===== config.mk =====
export PLATFORM = sky130hd
export DESIGN_NAME = msw_top
export DESIGN_NICKNAME = d
export VERILOG_FILES = /design/src/core/msw_clk_gate.v /design/src/core/msw_top.v
export VERILOG_INCLUDE_DIRS = /design/src /design/src/include
export SDC_FILE = /design/constraint.sdc
export NUM_CORES = 1
export LEC_CHECK = 0
export BUFFER_PORTS_ARGS = -buffer_cell sky130_fd_sc_hd__buf_2
export CAP_MARGIN = 40
export CORE_AREA = 2 2 223 225
export DETAILED_ROUTE_END_ITERATION = 12
export DIE_AREA = 0 0 225 227
export REMOVE_ABC_BUFFERS = 1
export SLEW_MARGIN = 30
export SYNTH_ARGS = -nofsm -noshare
export SYNTH_HDL_FRONTEND = slang
export SYNTH_HIERARCHICAL = 1
export SYNTH_SLANG_ARGS = --single-unit
export TNS_END_PERCENT = 50

===== constraint.sdc =====
create_clock -name CLK_SYS -period 10.85 [get_ports CLK_SYS]
set_clock_uncertainty 0.15 [all_clocks]
set_input_delay 1.085 -clock CLK_SYS [delete_from_list [all_inputs] [get_ports CLK_SYS]]
set_output_delay 1.085 -clock CLK_SYS [all_outputs]
set_load 0.02 [all_outputs]

===== src/include/msw_regs.vh =====
`ifndef MSW_REGS_VH
`define MSW_REGS_VH
// ==========================================
// Register byte offsets
`define MSW_OFF_PROTECT 12'h000
`define MSW_OFF_MSTP_A 12'h010
`define MSW_OFF_MSTP_B 12'h014
`define MSW_OFF_MSTP_C 12'h018
`define MSW_OFF_MSTP_D 12'h01C
`define MSW_OFF_CLK_CTRL 12'h020
`define MSW_OFF_MODE_CTRL 12'h024
`define MSW_OFF_SWRESET 12'h028
`define MSW_OFF_LVD_CTRL 12'h02C
`define MSW_OFF_LP_CTRL 12'h030
`define MSW_OFF_IRQ_STAT 12'h034
`define MSW_OFF_IRQ_MASK 12'h038
`define MSW_OFF_MOD_STATE 12'h03C
// ==========================================
// Protect register fields
`define MSW_PRC_CLK 0
`define MSW_PRC_MODE 1
`define MSW_PRC_LVD 3
// ==========================================
// Module stop bit positions
`define MSW_BIT_PWM 7
`define MSW_BIT_NET0 15
`define MSW_BIT_SPI1 16
`define MSW_BIT_I2C1 20
`define MSW_BIT_SPI2 22
`define MSW_BIT_DRAW 28
`define MSW_BIT_DISP 29
`define MSW_BIT_SND1 14
`define MSW_BIT_SND0 15
`define MSW_BIT_SEC 27
// ==========================================
// Reset values: all stop bits set, protection closed
`define MSW_RST_MSTP 32'hFFFFFFFF
`define MSW_RST_ZERO 32'h00000000
`define MSW_SWRESET_KEY 16'hA501
// ==========================================
// Interrupt status bits
`define MSW_IRQ_PODIS 0
`define MSW_IRQ_WAKE 1
// Low-power control: bit0 all-module clock stop, bit1 deep (undefined) mode
`define MSW_LP_ALLSTOP 0
`define MSW_LP_DEEP 1
`define MSW_NMOD 14
`endif


===== src/core/msw_clk_gate.v =====
`timescale 1ns/100ps
// ==========================================
// Per-module clock gate and retained or powered-down state
module msw_clk_gate #(
    parameter N = 14
) (
    clk,
    rst_n,
    stop,
    deep,
    clk_en,
    pwr_on,
    state_valid
);
    input wire clk;
    input wire rst_n;
    input wire [N-1:0] stop;
    input wire deep;
    output reg [N-1:0] clk_en;
    output reg [N-1:0] pwr_on;
    output reg [N-1:0] state_valid;

    always @(posedge clk or negedge rst_n) begin
        if (!rst_n) begin
            clk_en <= {N{1'b0}};
            pwr_on <= {N{1'b1}};
            state_valid <= {N{1'b0}};
        end else begin
            clk_en <= ~stop;
            // Stopped and retained keeps power so the module's registers hold
            pwr_on <= ~(stop & {N{deep}});
            // Once power is removed, contents are undefined until the module's clock restarts; reset also marks them invalid
            state_valid <= (state_valid | ~stop) & ~(stop & {N{deep}});
        end
    end
endmodule // msw_clk_gate


===== src/core/msw_top.v =====
`timescale 1ns/100ps
`include "msw_regs.vh"
module msw_top (
    CLK_SYS,
    RESETN,
    PSEL,
    PENABLE,
    PWRITE,
    PADDR,
    PWDATA,
    PRDATA,
    PREADY,
    PSLVERR,
    PODIS_EVENT,
    WAKE_EVENT,
    PODIS_IRQ_EN,
    MOD_CLK_EN,
    MOD_PWR_ON,
    CLK_CTRL,
    MODE_CTRL,
    LVD_CTRL,
    SW_RESET,
    ALL_STOP,
    IRQ
);
    input wire CLK_SYS;
    input wire RESETN;
    input wire PSEL;
    input wire PENABLE;
    input wire PWRITE;
    input wire [11:0] PADDR;
    input wire [31:0] PWDATA;
    output reg [31:0] PRDATA;
    output wire PREADY;
    output wire PSLVERR;
    input wire PODIS_EVENT;
    input wire WAKE_EVENT;
    input wire PODIS_IRQ_EN;
    output wire [`MSW_NMOD-1:0] MOD_CLK_EN;
    output wire [`MSW_NMOD-1:0] MOD_PWR_ON;
    output wire [31:0] CLK_CTRL;
    output wire [31:0] MODE_CTRL;
    output wire [31:0] LVD_CTRL;
    output reg SW_RESET;
    output wire ALL_STOP;
    output wire IRQ;

    // ==========================================
    // Reset release and pin synchronisers
    reg [1:0] rst_sync_q;
    wire rst_n;
    always @(posedge CLK_SYS or negedge RESETN) begin
        if (!RESETN) begin
            rst_sync_q <= 2'b00;
        end else begin
            rst_sync_q <= {rst_sync_q[0], 1'b1};
        end
    end
    assign rst_n = rst_sync_q[1];

    // Pins are asynchronous to CLK_SYS; only the second stage is read by logic
    reg [2:0] meta_q;
    reg [2:0] sync_q;
    always @(posedge CLK_SYS or negedge rst_n) begin
        if (!rst_n) begin
            meta_q <= 3'b000;
            sync_q <= 3'b000;
        end else begin
            meta_q <= {PODIS_IRQ_EN, WAKE_EVENT, PODIS_EVENT};
            sync_q <= meta_q;
        end
    end
    wire podis_ev = sync_q[0];
    wire wake_ev = sync_q[1];
    wire podis_en = sync_q[2];

    // ==========================================
    // Registers
    reg [31:0] prot_q;
    reg [31:0] mstp_a_q;
    reg [31:0] mstp_b_q;
    reg [31:0] mstp_c_q;
    reg [31:0] mstp_d_q;
    reg [31:0] clk_ctrl_q;
    reg [31:0] mode_ctrl_q;
    reg [31:0] lvd_ctrl_q;
    reg [31:0] lp_ctrl_q;
    reg [1:0] irq_stat_q;
    reg [1:0] irq_mask_q;
    reg podis_pend_q;

    wire wr = PSEL & PENABLE & PWRITE;
    wire clk_ok = prot_q[`MSW_PRC_CLK];
    wire mode_ok = prot_q[`MSW_PRC_MODE];
    wire lvd_ok = prot_q[`MSW_PRC_LVD];

    function hit;
        input [11:0] a;
        input [11:0] off;
        begin
            hit = (a == off);
        end
    endfunction

    wire known = hit(PADDR, `MSW_OFF_PROTECT) | hit(PADDR, `MSW_OFF_MSTP_A)
        | hit(PADDR, `MSW_OFF_MSTP_B) | hit(PADDR, `MSW_OFF_MSTP_C)
        | hit(PADDR, `MSW_OFF_MSTP_D) | hit(PADDR, `MSW_OFF_CLK_CTRL)
        | hit(PADDR, `MSW_OFF_MODE_CTRL) | hit(PADDR, `MSW_OFF_SWRESET)
        | hit(PADDR, `MSW_OFF_LVD_CTRL) | hit(PADDR, `MSW_OFF_LP_CTRL)
        | hit(PADDR, `MSW_OFF_IRQ_STAT) | hit(PADDR, `MSW_OFF_IRQ_MASK)
        | hit(PADDR, `MSW_OFF_MOD_STATE);

    assign PREADY = 1'b1;
    // Unmapped addresses answer with an error; protected writes are silently dropped
    assign PSLVERR = PSEL & PENABLE & ~known;

    wire all_stop = lp_ctrl_q[`MSW_LP_ALLSTOP];
    wire deep = lp_ctrl_q[`MSW_LP_DEEP];

    // ==========================================
    // Write strobes, each already qualified by its protect group except the protect and mask writes
    wire wr_prot = wr & hit(PADDR, `MSW_OFF_PROTECT);
    wire wr_clk = wr & hit(PADDR, `MSW_OFF_CLK_CTRL) & clk_ok;
    wire wr_mstp_a = wr & hit(PADDR, `MSW_OFF_MSTP_A) & mode_ok;
    wire wr_mstp_b = wr & hit(PADDR, `MSW_OFF_MSTP_B) & mode_ok;
    wire wr_mstp_c = wr & hit(PADDR, `MSW_OFF_MSTP_C) & mode_ok;
    wire wr_mstp_d = wr & hit(PADDR, `MSW_OFF_MSTP_D) & mode_ok;
    wire wr_mode = wr & hit(PADDR, `MSW_OFF_MODE_CTRL) & mode_ok;
    wire wr_lp = wr & hit(PADDR, `MSW_OFF_LP_CTRL) & mode_ok;
    // A wrong key is dropped as quietly as a locked write
    wire key_ok = (PWDATA[15:0] == `MSW_SWRESET_KEY);
    wire wr_swrst = wr & hit(PADDR, `MSW_OFF_SWRESET) & mode_ok & key_ok;
    wire wr_lvd = wr & hit(PADDR, `MSW_OFF_LVD_CTRL) & lvd_ok;
    wire wr_mask = wr & hit(PADDR, `MSW_OFF_IRQ_MASK);
    // Of the two event pins only the wake pin ends all-module stop; a port disable event stays flagged
    wire wake_exit = all_stop & wake_ev;

    // ==========================================
    // Protect register: only bits 0, 1 and 3 exist
    always @(posedge CLK_SYS or negedge rst_n) begin
        if (!rst_n) begin
            prot_q <= `MSW_RST_ZERO;
        end else if (wr_prot) begin
            prot_q <= {28'h0000000, PWDATA[3], 1'b0, PWDATA[1:0]};
        end
    end

    // ==========================================
    // Clock generation group
    always @(posedge CLK_SYS or negedge rst_n) begin
        if (!rst_n) begin
            clk_ctrl_q <= `MSW_RST_ZERO;
        end else if (wr_clk) begin
            clk_ctrl_q <= PWDATA;
        end
    end

    // ==========================================
    // Module stop registers; reset leaves every module stopped
    always @(posedge CLK_SYS or negedge rst_n) begin
        if (!rst_n) begin
            mstp_a_q <= `MSW_RST_MSTP;
            mstp_b_q <= `MSW_RST_MSTP;
            mstp_c_q <= `MSW_RST_MSTP;
            mstp_d_q <= `MSW_RST_MSTP;
        end else begin
            if (wr_mstp_a) begin
                mstp_a_q <= PWDATA;
            end
            if (wr_mstp_b) begin
                mstp_b_q <= PWDATA;
            end
            if (wr_mstp_c) begin
                mstp_c_q <= PWDATA;
            end
            if (wr_mstp_d) begin
                mstp_d_q <= PWDATA;
            end
        end
    end

    // ==========================================
    // Operating mode and low-power control
    always @(posedge CLK_SYS or negedge rst_n) begin
        if (!rst_n) begin
            mode_ctrl_q <= `MSW_RST_ZERO;
            lp_ctrl_q <= `MSW_RST_ZERO;
        end else begin
            if (wr_mode) begin
                mode_ctrl_q <= PWDATA;
            end
            if (wr_lp) begin
                lp_ctrl_q <= {30'h00000000, PWDATA[1:0]};
            end
            // A wake in the same cycle as a software write still ends the stop
            if (wake_exit) begin
                lp_ctrl_q[`MSW_LP_ALLSTOP] <= 1'b0;
            end
        end
    end

    // ==========================================
    // Software reset: a single-cycle pulse per accepted keyed write
    always @(posedge CLK_SYS or negedge rst_n) begin
        if (!rst_n) begin
            SW_RESET <= 1'b0;
        end else begin
            SW_RESET <= wr_swrst;
        end
    end

    // ==========================================
    // Voltage detection group
    always @(posedge CLK_SYS or negedge rst_n) begin
        if (!rst_n) begin
            lvd_ctrl_q <= `MSW_RST_ZERO;
        end else if (wr_lvd) begin
            lvd_ctrl_q <= PWDATA;
        end
    end

    // ==========================================
    // Interrupt mask, never protected
    always @(posedge CLK_SYS or negedge rst_n) begin
        if (!rst_n) begin
            irq_mask_q <= 2'h0;
        end else if (wr_mask) begin
            irq_mask_q <= PWDATA[1:0];
        end
    end

    // ==========================================
    // Interrupt status: set wins over write-one-to-clear
    wire w1c = wr & hit(PADDR, `MSW_OFF_IRQ_STAT);
    wire [1:0] irq_clr = {2{w1c}} & PWDATA[1:0];
    // Port disable events are ignored while the port disable interrupt is not enabled
    wire podis_take = podis_ev & podis_en;
    wire podis_fire = podis_pend_q & ~all_stop;
    wire [1:0] irq_set = {wake_exit, podis_fire};
    always @(posedge CLK_SYS or negedge rst_n) begin
        if (!rst_n) begin
            irq_stat_q <= 2'h0;
            podis_pend_q <= 1'b0;
        end else begin
            irq_stat_q <= (irq_stat_q & ~irq_clr) | irq_set;
            // Event held while clocks are stopped; released once all-module stop ends, by a wake or a software write
            if (podis_take) begin
                podis_pend_q <= 1'b1;
            end else if (podis_fire) begin
                podis_pend_q <= 1'b0;
            end
        end
    end
    assign IRQ = |(irq_stat_q & irq_mask_q);
    assign ALL_STOP = all_stop;

    // ==========================================
    // Module stop vector; one bit can cover several modules
    // Order: pwm, podis, net, net_dma, phy_mgmt, spi1, i2c1, spi2, draw, disp, snd0, snd1, sec, rsvd
    wire pwm_timer_stop_bit = mstp_a_q[`MSW_BIT_PWM];
    wire net0_stop_bit = mstp_b_q[`MSW_BIT_NET0];
    wire spi1_stop_bit = mstp_b_q[`MSW_BIT_SPI1];
    wire i2c1_stop_bit = mstp_b_q[`MSW_BIT_I2C1];
    wire spi2_stop_bit = mstp_c_q[`MSW_BIT_SPI2];
    wire drawing_engine_stop_bit = mstp_c_q[`MSW_BIT_DRAW];
    wire display_ctrl_stop_bit = mstp_c_q[`MSW_BIT_DISP];
    wire sound0_stop_bit = mstp_d_q[`MSW_BIT_SND0];
    wire sound1_stop_bit = mstp_d_q[`MSW_BIT_SND1];
    wire secure_ip_stop_bit = mstp_d_q[`MSW_BIT_SEC];
    // All-module clock stop gates every module on top of its own bit
    wire [`MSW_NMOD-1:0] stop_vec = {`MSW_NMOD{all_stop}} | {
        1'b1,
        secure_ip_stop_bit,
        sound1_stop_bit, sound0_stop_bit,
        display_ctrl_stop_bit, drawing_engine_stop_bit,
        spi2_stop_bit, i2c1_stop_bit, spi1_stop_bit,
        {3{net0_stop_bit}},
        {2{pwm_timer_stop_bit}}
    };

    wire [`MSW_NMOD-1:0] state_valid;
    msw_clk_gate #(
        .N(`MSW_NMOD)
    ) u_gate (
        .clk(CLK_SYS),
        .rst_n(rst_n),
        .stop(stop_vec),
        .deep(deep),
        .clk_en(MOD_CLK_EN),
        .pwr_on(MOD_PWR_ON),
        .state_valid(state_valid)
    );

    assign CLK_CTRL = clk_ctrl_q;
    assign MODE_CTRL = mode_ctrl_q;
    assign LVD_CTRL = lvd_ctrl_q;

    // ==========================================
    // Read mux; data is captured in the setup cycle so it stands through the access
    wire [31:0] mod_state = {2'h0, state_valid, 2'h0, MOD_CLK_EN};
    reg [31:0] prdata_d;
    always @* begin
        prdata_d = 32'h00000000;
        case (1'b1)
            hit(PADDR, `MSW_OFF_PROTECT): prdata_d = prot_q;
            hit(PADDR, `MSW_OFF_MSTP_A): prdata_d = mstp_a_q;
            hit(PADDR, `MSW_OFF_MSTP_B): prdata_d = mstp_b_q;
            hit(PADDR, `MSW_OFF_MSTP_C): prdata_d = mstp_c_q;
            hit(PADDR, `MSW_OFF_MSTP_D): prdata_d = mstp_d_q;
            hit(PADDR, `MSW_OFF_CLK_CTRL): prdata_d = clk_ctrl_q;
            hit(PADDR, `MSW_OFF_MODE_CTRL): prdata_d = mode_ctrl_q;
            hit(PADDR, `MSW_OFF_SWRESET): prdata_d = 32'h00000000;
            hit(PADDR, `MSW_OFF_LVD_CTRL): prdata_d = lvd_ctrl_q;
            hit(PADDR, `MSW_OFF_LP_CTRL): prdata_d = lp_ctrl_q;
            hit(PADDR, `MSW_OFF_IRQ_STAT): prdata_d = {30'h00000000, irq_stat_q};
            hit(PADDR, `MSW_OFF_IRQ_MASK): prdata_d = {30'h00000000, irq_mask_q};
            hit(PADDR, `MSW_OFF_MOD_STATE): prdata_d = mod_state;
            default: prdata_d = 32'h00000000;
        endcase
    end

    always @(posedge CLK_SYS or negedge rst_n) begin
        if (!rst_n) begin
            PRDATA <= 32'h00000000;
        end else if (PSEL && !PENABLE && !PWRITE) begin
            PRDATA <= prdata_d;
        end
    end
endmodule // msw_top


==> impl_summary.log, run 1 <==
INFO  metric outcome = completed
INFO  metric viasPerCell = 5.09
INFO  metric drive_above_1_share = 48.2%
INFO  metric die-width = 225 µm
INFO  metric synth-seq-area-share = 55.9%
INFO  metric port_buffers = 211
INFO  metric num_rows = 81
INFO  metric cts_tree = done
INFO  metric slew_violations = 0
INFO  metric drt_iter0_drc = 521
INFO  metric worst_ep_arrival_time = 3200 ps
INFO  metric ctsResizeCount = 0
INFO  metric power.switching = 0.649 mW
INFO  metric worstMarginPinSlew = 758 ps
INFO  metric synth.avg_cell_area = 11.8 µm²
INFO  metric drt.antenna.violating_nets = 0
INFO  metric die_area = 51100 µm²
INFO  metric endpoint_of_the_lowest_slack_register_to_register_path = mstp_a_q[6]
INFO  metric antennaDiodeCount = 0
INFO  metric cellPowerDensity = 155 nW/µm²
INFO  metric grt_first_pass_wirelength = 69100 µm
INFO  metric route.detailed.wl_per_inst = 22.2 µm
INFO  metric synth_top_family_by_area = multiplexers
INFO  metric power_switching_share = 23.8%
INFO  metric synth_cell_type_count = 60
INFO  metric gp_congestion = 0.828
INFO  metric leakage = 7.89 nW
INFO  metric yosysWarnings = 6
INFO  metric detail_route.drc_violations = 0
INFO  metric pwr-share-clk = 49.0%
INFO  metric post-dp-hpwl = 29700 µm
INFO  metric min_path_type = in2async
INFO  metric ff2ff_path_depth = 4
INFO  metric final_core_utilization = 36.3%
INFO  metric netlist_top_cells_area = sky130_fd_sc_hd__dfrtp_1 (30%), sky130_fd_sc_hd__dfstp_2 (26%), sky130_fd_sc_hd__mux2_2 (17%), sky130_fd_sc_hd__a21oi_1 (2.4%), sky130_fd_sc_hd__o21ai_0 (2.2%)
INFO  metric wire_length_after_detailed_routing = 46000 µm
INFO  metric die_h = 227 µm
INFO  metric timing.final.setup_violations = 0
INFO  metric synthAdderAreaFrac = 0%
INFO  metric syn-instance-count = 1225
INFO  metric drt_pre_antenna_iters = 5
INFO  metric synth_top_cell_by_area = sky130_fd_sc_hd__dfrtp_1
INFO  metric timing.reg2reg.setup_slack = 8130 ps
INFO  metric synth-xor-area-share = 0%
INFO  metric worstPathMaxFanout = 36
INFO  metric grt_util_all_layers = 18.0%
INFO  metric finalInstanceArea = 17600 µm²
INFO  metric synth_enable_flop_cells = 0
INFO  metric reg2reg_from = prot_q[1]
INFO  metric effective_utilization_at_floorplan = 29.9%
INFO  metric first_global_vias = 11043
INFO  metric synthesis.area = 14500 µm²
INFO  metric timing_hold_violations_final = 0
INFO  metric cts_num_sinks = 317
INFO  metric end_kind = primary output
INFO  metric io_pins = 213
INFO  metric ir_worst_vdd = 116 µV
INFO  metric num-fill-cells = 4780
INFO  metric startpoint_type = input pin
INFO  metric seq_power_share = 44.6%
INFO  metric cts.path.max_buffers = 3
INFO  metric hold_buffers = 0
INFO  metric grt_start_max_net_pins = 83
INFO  metric synthSimpleGateAreaFrac = 9.28%
INFO  metric clk_root_buffer_cell = sky130_fd_sc_hd__clkbuf_16
INFO  metric synth_compound_area_share = 11.6%
INFO  metric slew_headroom = 49.5%
INFO  metric placed_area = 16200 µm²
INFO  metric internal_power = 2.08 mW
INFO  metric rsz_0062_raised_after_global_routing = no
INFO  metric cts.reportedPaths.clkPinSlew = 50 ps
INFO  metric required_time_at_the_worst_slack_endpoint = 9620 ps
INFO  metric crit_type = in2out
INFO  metric async_flop_share = 100%
INFO  metric synth_ff_type = sky130_fd_sc_hd__dfrtp_1
INFO  metric layout_worst_path_cycle_share = 40.9%
INFO  metric postSynthRegisterBits = 317
INFO  metric comb_power_share = 6.4%
INFO  metric layout.nets = 1475
INFO  metric flow.area_growth_from_synthesis = 21.4%
INFO  metric design.core.area = 48500 µm²
INFO  metric clock_latency_reported_for_the_late_side_of_the_worst_skew_pair = 550 ps
INFO  metric cts_max_level = 2
INFO  metric antenna_found_initial = 1
INFO  metric grt_overflow = 0
INFO  metric final.min_clock_period = 4440 ps
INFO  metric tritoncts_buffers = 38
INFO  metric post-cts-setup-buffer-count = 0
INFO  metric vias = 10551
INFO  metric drv_cap = 0
INFO  metric synthDominantCellAreaShare = 30.2%
INFO  metric setup_tns_final = 0 ps
INFO  metric synth_mux_area_share = 18.4%
INFO  metric fin_total_pwr = 2.73 mW
INFO  metric fmax = 225 MHz
[registers in the layout, indices dropped and copies added (netlist names), 32 cells and up]
name and count:
mstp_c_q 32, mstp_d_q 32, CLK_CTRL 32, mstp_b_q 32, LVD_CTRL 32, MODE_CTRL 32, PRDATA 32, mstp_a_q 32
[area by class of cell]
type	count	area (µm²)	area share [%]
clock inverters	9	126	0.717
clock buffers	60	1190	6.78
flip-flops and latches	317	8110	46.0
repair buffers	242	1420	8.07
well taps	622	778	4.42
inverters	58	218	1.24
multi-input cells	766	5770	32.7
[worst max-delay path by stage]
stage	startpoint	end	slack, ps
floorplan	rst_sync_q[1]	CLK_CTRL[0]	1460
global placement	PADDR[4]	PSLVERR	6390
detailed placement	PADDR[2]	mstp_c_q[29]	6340
CTS	PADDR[4]	PSLVERR	6400
global route	PADDR[4]	PSLVERR	6270
finish	PADDR[4]	PSLVERR	6410
[through the flow]
step	worst slack (ps)	hold slack, ps	cells
floorplan	1460	181	1141
global placement	6390	185	1996
detailed placement	6340	185	1999
CTS	6400	146	2068
global route	6270	146	2074
finish	6410	168	2074
[per-layer routing]
metal	up-vias	GRT usage (%)	part of all wire (%)
li1	4750	-	-
met1	5453	24.0	45
met2	291	29.1	47
met3	57	4.32	6.0
met4	0	5.19	2.1
met5	-	0	0
[worst max-delay path, cell delays in order]
cell and delay [ps]:
sky130_fd_sc_hd__buf_2 100, sky130_fd_sc_hd__buf_4 270, sky130_fd_sc_hd__or4b_4 890, sky130_fd_sc_hd__nor2_1 170
sky130_fd_sc_hd__a21oi_1 50, sky130_fd_sc_hd__o311ai_0 330, sky130_fd_sc_hd__a31oi_1 90, sky130_fd_sc_hd__buf_2 180
[power groups by stage]
stage               Clock [mW]  Combinational (mW)  Sequential, mW
finish                    1.34               0.175            1.22
global route              1.43               0.193            1.22
CTS                       1.37               0.175            1.22
detailed placement           0               0.174            1.24
global placement             0               0.171            1.23
floorplan                    0              0.0493            1.27
[layout by cell type (no fill, tap or decap), drive strengths merged, types with 28 or more instances in the layout]
cell      n
a21oi    72
a221oi   28
and2     29
buf     242
clkbuf   60
dfrtp   175
dfstp   142
inv      59
mux2    233
nand2    85
nor2     70
nor2b    34
o21ai    71
[Yosys cell counts, drive strengths merged (5+ instances only)]
cell	count
nor3	10
and2	29
a21oi	72
nand2	85
clkbuf	41
mux2i	5
dfrtp	175
buf	47
o221ai	27
inv	58
or2	10
nor2	70
a221oi	28
nor2b	34
a22oi	5
mux2	233
dfstp	142
o22ai	9
a211oi	25
o21ai	71
[cells by family after synthesis]
family / after synthesis
flops: 317
buf+inv: 146
other cells: 1
simple gates: 265
compound gates: 258
mux: 238
Note: power is estimated with default switching activity, not from simulation.
==> inputs of run 2 (changes only) <==
--- a/config.mk
+++ b/config.mk
@@ -6,11 +6,12 @@
 export SDC_FILE = /design/constraint.sdc
 export NUM_CORES = 1
 export LEC_CHECK = 0
+export ABC_AREA = 1
 export BUFFER_PORTS_ARGS = -buffer_cell sky130_fd_sc_hd__buf_2
 export CAP_MARGIN = 40
-export CORE_AREA = 2 2 223 225
+export CORE_AREA = 2 2 217 219
 export DETAILED_ROUTE_END_ITERATION = 12
-export DIE_AREA = 0 0 225 227
+export DIE_AREA = 0 0 219 221
 export REMOVE_ABC_BUFFERS = 1
 export SLEW_MARGIN = 30
 export SYNTH_ARGS = -nofsm -noshare
==> constraint.sdc (replaced) <==
create_clock -name CLK_SYS -period 3.7 [get_ports CLK_SYS]
set_clock_uncertainty 0.15 [all_clocks]
set_input_delay 0.37 -clock CLK_SYS [delete_from_list [all_inputs] [get_ports CLK_SYS]]
set_output_delay 0.37 -clock CLK_SYS [all_outputs]
set_load 0.02 [all_outputs]
==> impl_summary.log, run 2 <==
INFO  metric post-cts-setup-buffer-count = 0
INFO  metric synth.most_common_cell = sky130_fd_sc_hd__nand2_1
INFO  metric clock_latency_reported_for_the_late_side_of_the_worst_skew_pair = 570 ps
INFO  metric grt.met3_usage = 4.03%
INFO  metric endpoint_of_the_lowest_slack_register_to_register_path = mstp_d_q[30]
INFO  metric post-place-cells = 2308
INFO  metric hold_depth = 3
INFO  metric drt_pre_antenna_iters = 5
INFO  metric rsz_0062_raised_after_global_routing = no
INFO  metric cts.reportedPaths.clkPinSlew = 60 ps
INFO  metric critPathMostFrequentCell = sky130_fd_sc_hd__nor2_1
INFO  metric die-width = 219 µm
INFO  metric layout_worst_path_cycle_share = 78.3%
INFO  metric port_buffers = 211
INFO  metric flow.area_growth_from_synthesis = 23.5%
INFO  metric postSynthRegisterBits = 317
INFO  metric grt_first_pass_wirelength = 72900 µm
INFO  metric synthesis.area = 13700 µm²
INFO  metric ff2ff_path_depth = 5
INFO  metric min_path_type = in2reg
INFO  metric crit_type = in2out
INFO  metric path_cells = buf_2, nor2_1, nand2_2, nor2_1, inv_1, nor2_1, inv_4, nand3_1, nor4_1, buf_2
INFO  metric io_pins = 213
INFO  metric viasPerCell = 4.97
INFO  metric leakage = 7.58 nW
INFO  metric most-common-layout-cells = sky130_fd_sc_hd__nand2_1 (439), sky130_fd_sc_hd__o21ai_0 (241), sky130_fd_sc_hd__buf_2 (211)
INFO  metric antenna_found_initial = 0
INFO  metric end_kind = primary output
INFO  metric slew_headroom = 39.7%
INFO  metric synth_cell_type_count = 36
INFO  metric slew_violations = 0
INFO  metric synth.avg_cell_area = 8.89 µm²
INFO  metric yosysWarnings = 6
INFO  metric final_core_utilization = 36.7%
INFO  metric timing.reg2reg.setup_slack = 1620 ps
INFO  metric cpLargestDelayFamily = simple AND/OR/NAND/NOR gates
INFO  metric synth_common_cells = sky130_fd_sc_hd__nand2_1 (444), sky130_fd_sc_hd__o21ai_0 (241), sky130_fd_sc_hd__dfrtp_1 (175)
INFO  metric cts.path.max_buffers = 3
INFO  metric num-fill-cells = 4770
INFO  metric cellPowerDensity = 448 nW/µm²
INFO  metric final-seq-area = 8110 µm²
INFO  metric drt_iter0_drc = 860
INFO  metric async_flop_share = 100%
INFO  metric route.detailed.wl_per_inst = 20.1 µm
INFO  metric crit_slowest_cell = sky130_fd_sc_hd__inv_4
INFO  metric finalHoldWorstSlack = 19.8 ps
INFO  metric worst_ep_arrival_time = 2380 ps
INFO  metric required_time_at_the_worst_slack_endpoint = 3180 ps
INFO  metric startpoint_type = input pin
INFO  metric design.core.area = 46100 µm²
INFO  metric clk_root_buffer_cell = sky130_fd_sc_hd__clkbuf_16
INFO  metric die_area = 48400 µm²
INFO  metric worstMarginPinSlew = 897 ps
INFO  metric synth_top_cell_by_area = sky130_fd_sc_hd__dfrtp_1
INFO  metric final.min_clock_period = 2900 ps
INFO  metric num_rows = 79
INFO  metric synthDominantCellAreaShare = 32.0%
INFO  metric effective_utilization_at_floorplan = 29.7%
INFO  metric timing_hold_violations_final = 0
INFO  metric mostFrequentLayoutCell = sky130_fd_sc_hd__nand2_1
INFO  metric synth_enable_flop_cells = 0
INFO  metric grt_start_max_net_pins = 131
INFO  metric grt_util_all_layers = 19.7%
INFO  metric gp_congestion = 0.889
INFO  metric path_buf_inv = 4
INFO  metric first_global_vias = 11676
INFO  metric busiest_layer = met2
INFO  metric critPathMaxStageDelay = 490 ps
INFO  metric netlist_top_cells_area = sky130_fd_sc_hd__dfrtp_1 (32%), sky130_fd_sc_hd__dfstp_2 (27%), sky130_fd_sc_hd__nand2_1 (12%), sky130_fd_sc_hd__o21ai_0 (8.8%), sky130_fd_sc_hd__inv_1 (3.0%)
INFO  metric path_depth = 10
INFO  metric outcome = completed
INFO  metric hp-start = PWDATA[24]
INFO  metric met1_usage = 26.2%
INFO  metric layout.nets = 1800
INFO  metric fin_total_pwr = 7.57 mW
INFO  metric grt_overflow = 0
INFO  metric timing.final.setup_violations = 0
INFO  metric drt.antenna.violating_nets = 0
INFO  metric syn-instance-count = 1540
INFO  metric worstPathMaxFanout = 61
INFO  metric use_met2 = 31.2%
INFO  metric post_layout_nonfiller_instances = 2383
INFO  metric tritoncts_buffers = 37
INFO  metric reg2reg_from = prot_q[1]
INFO  metric cts_num_sinks = 317
INFO  metric synth_ff_type = sky130_fd_sc_hd__dfrtp_1
INFO  metric synth-seq-area-share = 59.3%
INFO  metric detail_route.drc_violations = 0
INFO  metric drive_above_1_share = 26.9%
INFO  metric post-dp-hpwl = 32300 µm
INFO  metric drv_cap = 0
INFO  metric worstHoldEndpoint = mstp_d_q[24]
INFO  metric multi_input_comb_area = 4820 µm²
INFO  metric ir_worst_vdd = 256 µV
INFO  metric wire_length_after_detailed_routing = 47800 µm
INFO  metric antennaDiodeCount = 0
INFO  metric cts_tree = done
INFO  metric vias = 11847
INFO  metric cts_max_level = 2
INFO  metric die_h = 221 µm
INFO  metric fmax = 345 MHz
-- run 2: how the worst max path moves through the flow --
stage	from	endpoint	slack [ps]
floorplan	rst_sync_q[1]	CLK_CTRL[0]	-5690
global placement	PADDR[11]	PSLVERR	420
detailed placement	PADDR[7]	PRDATA[9]	710
CTS	PADDR[11]	PSLVERR	700
global route	PADDR[11]	PSLVERR	580
finish	PADDR[11]	PSLVERR	800
-- run 2: layout make-up --
class                      instances  area share (%)
clock inverter                    11            1.11
clock buffer                      56            6.33
inverter                         118            2.64
tap                              607            4.49
sequential                       317            48.0
multi-input combinational       1018            28.5
timing repair buffer             256            8.88
-- run 2: power breakdown --
group	internal, mW	switching, mW
clock network	2.35	1.49
registers	3.49	0.0110
logic	0.0520	0.182
-- run 2: metrics by stage --
stage	setup TNS, ps	cell area (µm²)	worst slack, ps
after floorplan	-1427760	13300	-5690
after global placement	0	15500	423
after detailed placement	0	15600	709
after CTS	0	16900	700
after global routing	0	16900	585
final	0	16900	804
-- run 2: what timing repair did --
action	in CTS	in global routing
resized for setup	0	0
hold buffers	8	0
endpoints found under the hold margin	8	0
-- run 2: metal layers --
layer  vias up  wire length, µm
met2       391            22000
met1      5801            20500
li1       5557                -
met4         0             1920
met3        98             3290
met5         -                0
-- run 2: worst reg2reg max path: stages, from the launching register on --
cell and delay, ps:
sky130_fd_sc_hd__dfrtp_1 350, sky130_fd_sc_hd__inv_1 70, sky130_fd_sc_hd__nor2_1 620, sky130_fd_sc_hd__nand2_2 80
sky130_fd_sc_hd__buf_4 330, sky130_fd_sc_hd__o21ai_0 380
-- run 2: kinds of logic after synthesis --
logic type,synth area share (%)
other cells,0.0274
buf+inv,5.95
simple gates,19.9
flops,59.3
compound gates,14.9
==> inputs of run 3 (changes only) <==
==> constraint.sdc (replaced) <==
create_clock -name CLK_SYS -period 2.92 [get_ports CLK_SYS]
set_clock_uncertainty 0.15 [all_clocks]
set_input_delay 0.292 -clock CLK_SYS [delete_from_list [all_inputs] [get_ports CLK_SYS]]
set_output_delay 0.292 -clock CLK_SYS [all_outputs]
set_load 0.02 [all_outputs]
==> impl_summary.log, run 3 (synthesized netlist as in run 2, its figures left out) <==
INFO  metric cts_max_level = 2
INFO  metric port_buffers = 211
INFO  metric die-width = 219 µm
INFO  metric tritoncts_buffers = 38
INFO  metric rsz_0062_raised_after_global_routing = no
INFO  metric vias = 11980
INFO  metric grt_start_max_net_pins = 68
INFO  metric timing.final.setup_violations = 0
INFO  metric die_area = 48400 µm²
INFO  metric wire_length_after_detailed_routing = 48200 µm
INFO  metric post-cts-setup-buffer-count = 0
INFO  metric die_h = 221 µm
INFO  metric cts.path.max_buffers = 3
INFO  metric fin_total_pwr = 9.61 mW
INFO  metric crit_type = in2out
INFO  metric drv_cap = 0
INFO  metric layout_worst_path_cycle_share = 90.5%
INFO  metric drive_above_1_share = 27.3%
INFO  metric worst_ep_arrival_time = 2200 ps
INFO  metric effective_utilization_at_floorplan = 29.7%
INFO  metric num_rows = 79
INFO  metric slew_violations = 0
INFO  metric layout.nets = 1838
INFO  metric path_cells = buf_2, nor2_1, nand2_2, nor2_1, inv_1, nor2_1, inv_2, nand3_1, nor4_1, buf_2
INFO  metric finalHoldWorstSlack = 14.7 ps
INFO  metric clock_latency_reported_for_the_late_side_of_the_worst_skew_pair = 560 ps
INFO  metric critPathMostFrequentCell = sky130_fd_sc_hd__nor2_1
INFO  metric internal_power = 7.45 mW
INFO  metric detail_route.drc_violations = 0
INFO  metric post_layout_nonfiller_instances = 2422
INFO  metric end_kind = primary output
INFO  metric power_switching_share = 22.5%
INFO  metric fmax = 379 MHz
INFO  metric drt_iter0_drc = 856
INFO  metric flow.area_growth_from_synthesis = 26.4%
INFO  metric timing_hold_violations_final = 0
INFO  metric grt_overflow = 0
INFO  metric post-dp-hpwl = 32300 µm
INFO  metric clk_root_buffer_cell = sky130_fd_sc_hd__clkbuf_16
INFO  metric outcome = completed
INFO  metric design.core.area = 46100 µm²
INFO  metric endpoint_of_the_lowest_slack_register_to_register_path = MODE_CTRL[6]
INFO  metric hp-start = PWDATA[9]
INFO  metric cts.reportedPaths.clkPinSlew = 60 ps
INFO  metric gp_congestion = 0.875
INFO  metric io_pins = 213
INFO  metric ir_worst_vdd = 358 µV
INFO  metric first_global_vias = 12064
INFO  metric power.switching = 2.16 mW
INFO  metric ctsResizeCount = 0
INFO  metric leakage = 7.77 nW
INFO  metric viasPerCell = 4.95
INFO  metric final.min_clock_period = 2640 ps
INFO  metric route.detailed.wl_per_inst = 19.9 µm
INFO  metric worstMarginPinSlew = 708 ps
INFO  metric hold_depth = 3
INFO  metric worstHoldEndpoint = LVD_CTRL[9]
INFO  metric reg2reg_from = prot_q[1]
INFO  metric drt_pre_antenna_iters = 6
INFO  metric cellPowerDensity = 555 nW/µm²
INFO  metric crit_slowest_cell = sky130_fd_sc_hd__nor4_1
INFO  metric grt_util_all_layers = 20.0%
INFO  metric comb_power_share = 3.4%
INFO  metric timing.reg2reg.setup_slack = 1220 ps
INFO  metric slew_headroom = 52.8%
INFO  metric worstPathMaxFanout = 24
INFO  metric most-common-layout-cells = sky130_fd_sc_hd__nand2_1 (439), sky130_fd_sc_hd__o21ai_0 (241), sky130_fd_sc_hd__buf_2 (211)
INFO  metric startpoint_type = input pin
INFO  metric critPathMaxStageDelay = 440 ps
INFO  metric cts_tree = done
INFO  metric mostFrequentLayoutCell = sky130_fd_sc_hd__nand2_1
INFO  metric antenna_found_initial = 0
INFO  metric antennaDiodeCount = 0
INFO  metric pwr-share-clk = 50.4%
INFO  metric cts_num_sinks = 317
INFO  metric grt_first_pass_wirelength = 73800 µm
INFO  metric drt.antenna.violating_nets = 0
INFO  metric min_path_type = in2reg
INFO  metric seq_power_share = 46.2%
INFO  metric post-place-cells = 2320
INFO  metric ff2ff_path_depth = 6
INFO  metric required_time_at_the_worst_slack_endpoint = 2480 ps
[run 3: layout make-up]
cell class	count	area [µm²]
Clock inverter	12	151
Multi-Input combinational cell	1018	4820
Timing Repair Buffer	293	1890
Fill cell	4702	28800
Inverter	118	443
Sequential cell	317	8110
Clock buffer	57	1120
Tap cell	607	759
[run 3: worst max-delay path, delay by kind of cell]
kind | cells | cell delay [ps]
buffers and inverters | 4 | 850
AND/OR/NAND/NOR | 6 | 1050
[run 3: repair_timing]
action                                  in CTS  in global routing
endpoints found under the setup margin       0                  0
hold buffers                                33                  0
hold endpoints to repair                   136                  0
[run 3: worst max-delay path by stage]
stage                   from          end  cells past startpoint
2_1_floorplan  rst_sync_q[1]  CLK_CTRL[0]                      0
3_3_place_gp       PADDR[11]      PSLVERR                     10
3_5_place_dp       PADDR[11]      PSLVERR                     10
4_1_cts            PADDR[11]      PSLVERR                     10
5_1_grt            PADDR[11]      PSLVERR                     10
6_report           PADDR[11]      PSLVERR                     10
[run 3: routing by layer]
layer | GRT usage, % | share of wire (%)
met3 | 4.34 | 7.0
met4 | 7.08 | 3.3
met5 | 0 | 0
met2 | 32.1 | 47
met1 | 26.6 | 43
[run 3: metrics by stage]
stage          instance area (µm²)  setup WS (ps)  utilization (%)  setup TNS, ps
2_1_floorplan                13300          -6470                -       -1691990
3_3_place_gp                 15700            315             34.0              0
3_5_place_dp                 15700            288             34.1              0
4_1_cts                      17300            286             37.6              0
5_1_grt                      17300            156             37.6              0
6_report                     17300            278             37.6              0
[run 3: power groups by stage]
stage / clock, mW / sequential (mW) / combinational (mW)
final: 4.84 / 4.44 / 0.324
after global placement: 0 / 4.51 / 0.291
after floorplan: 0 / 4.56 / 0.0753
after CTS: 4.93 / 4.44 / 0.330
after global routing: 5.11 / 4.44 / 0.359
after detailed placement: 0 / 4.51 / 0.296
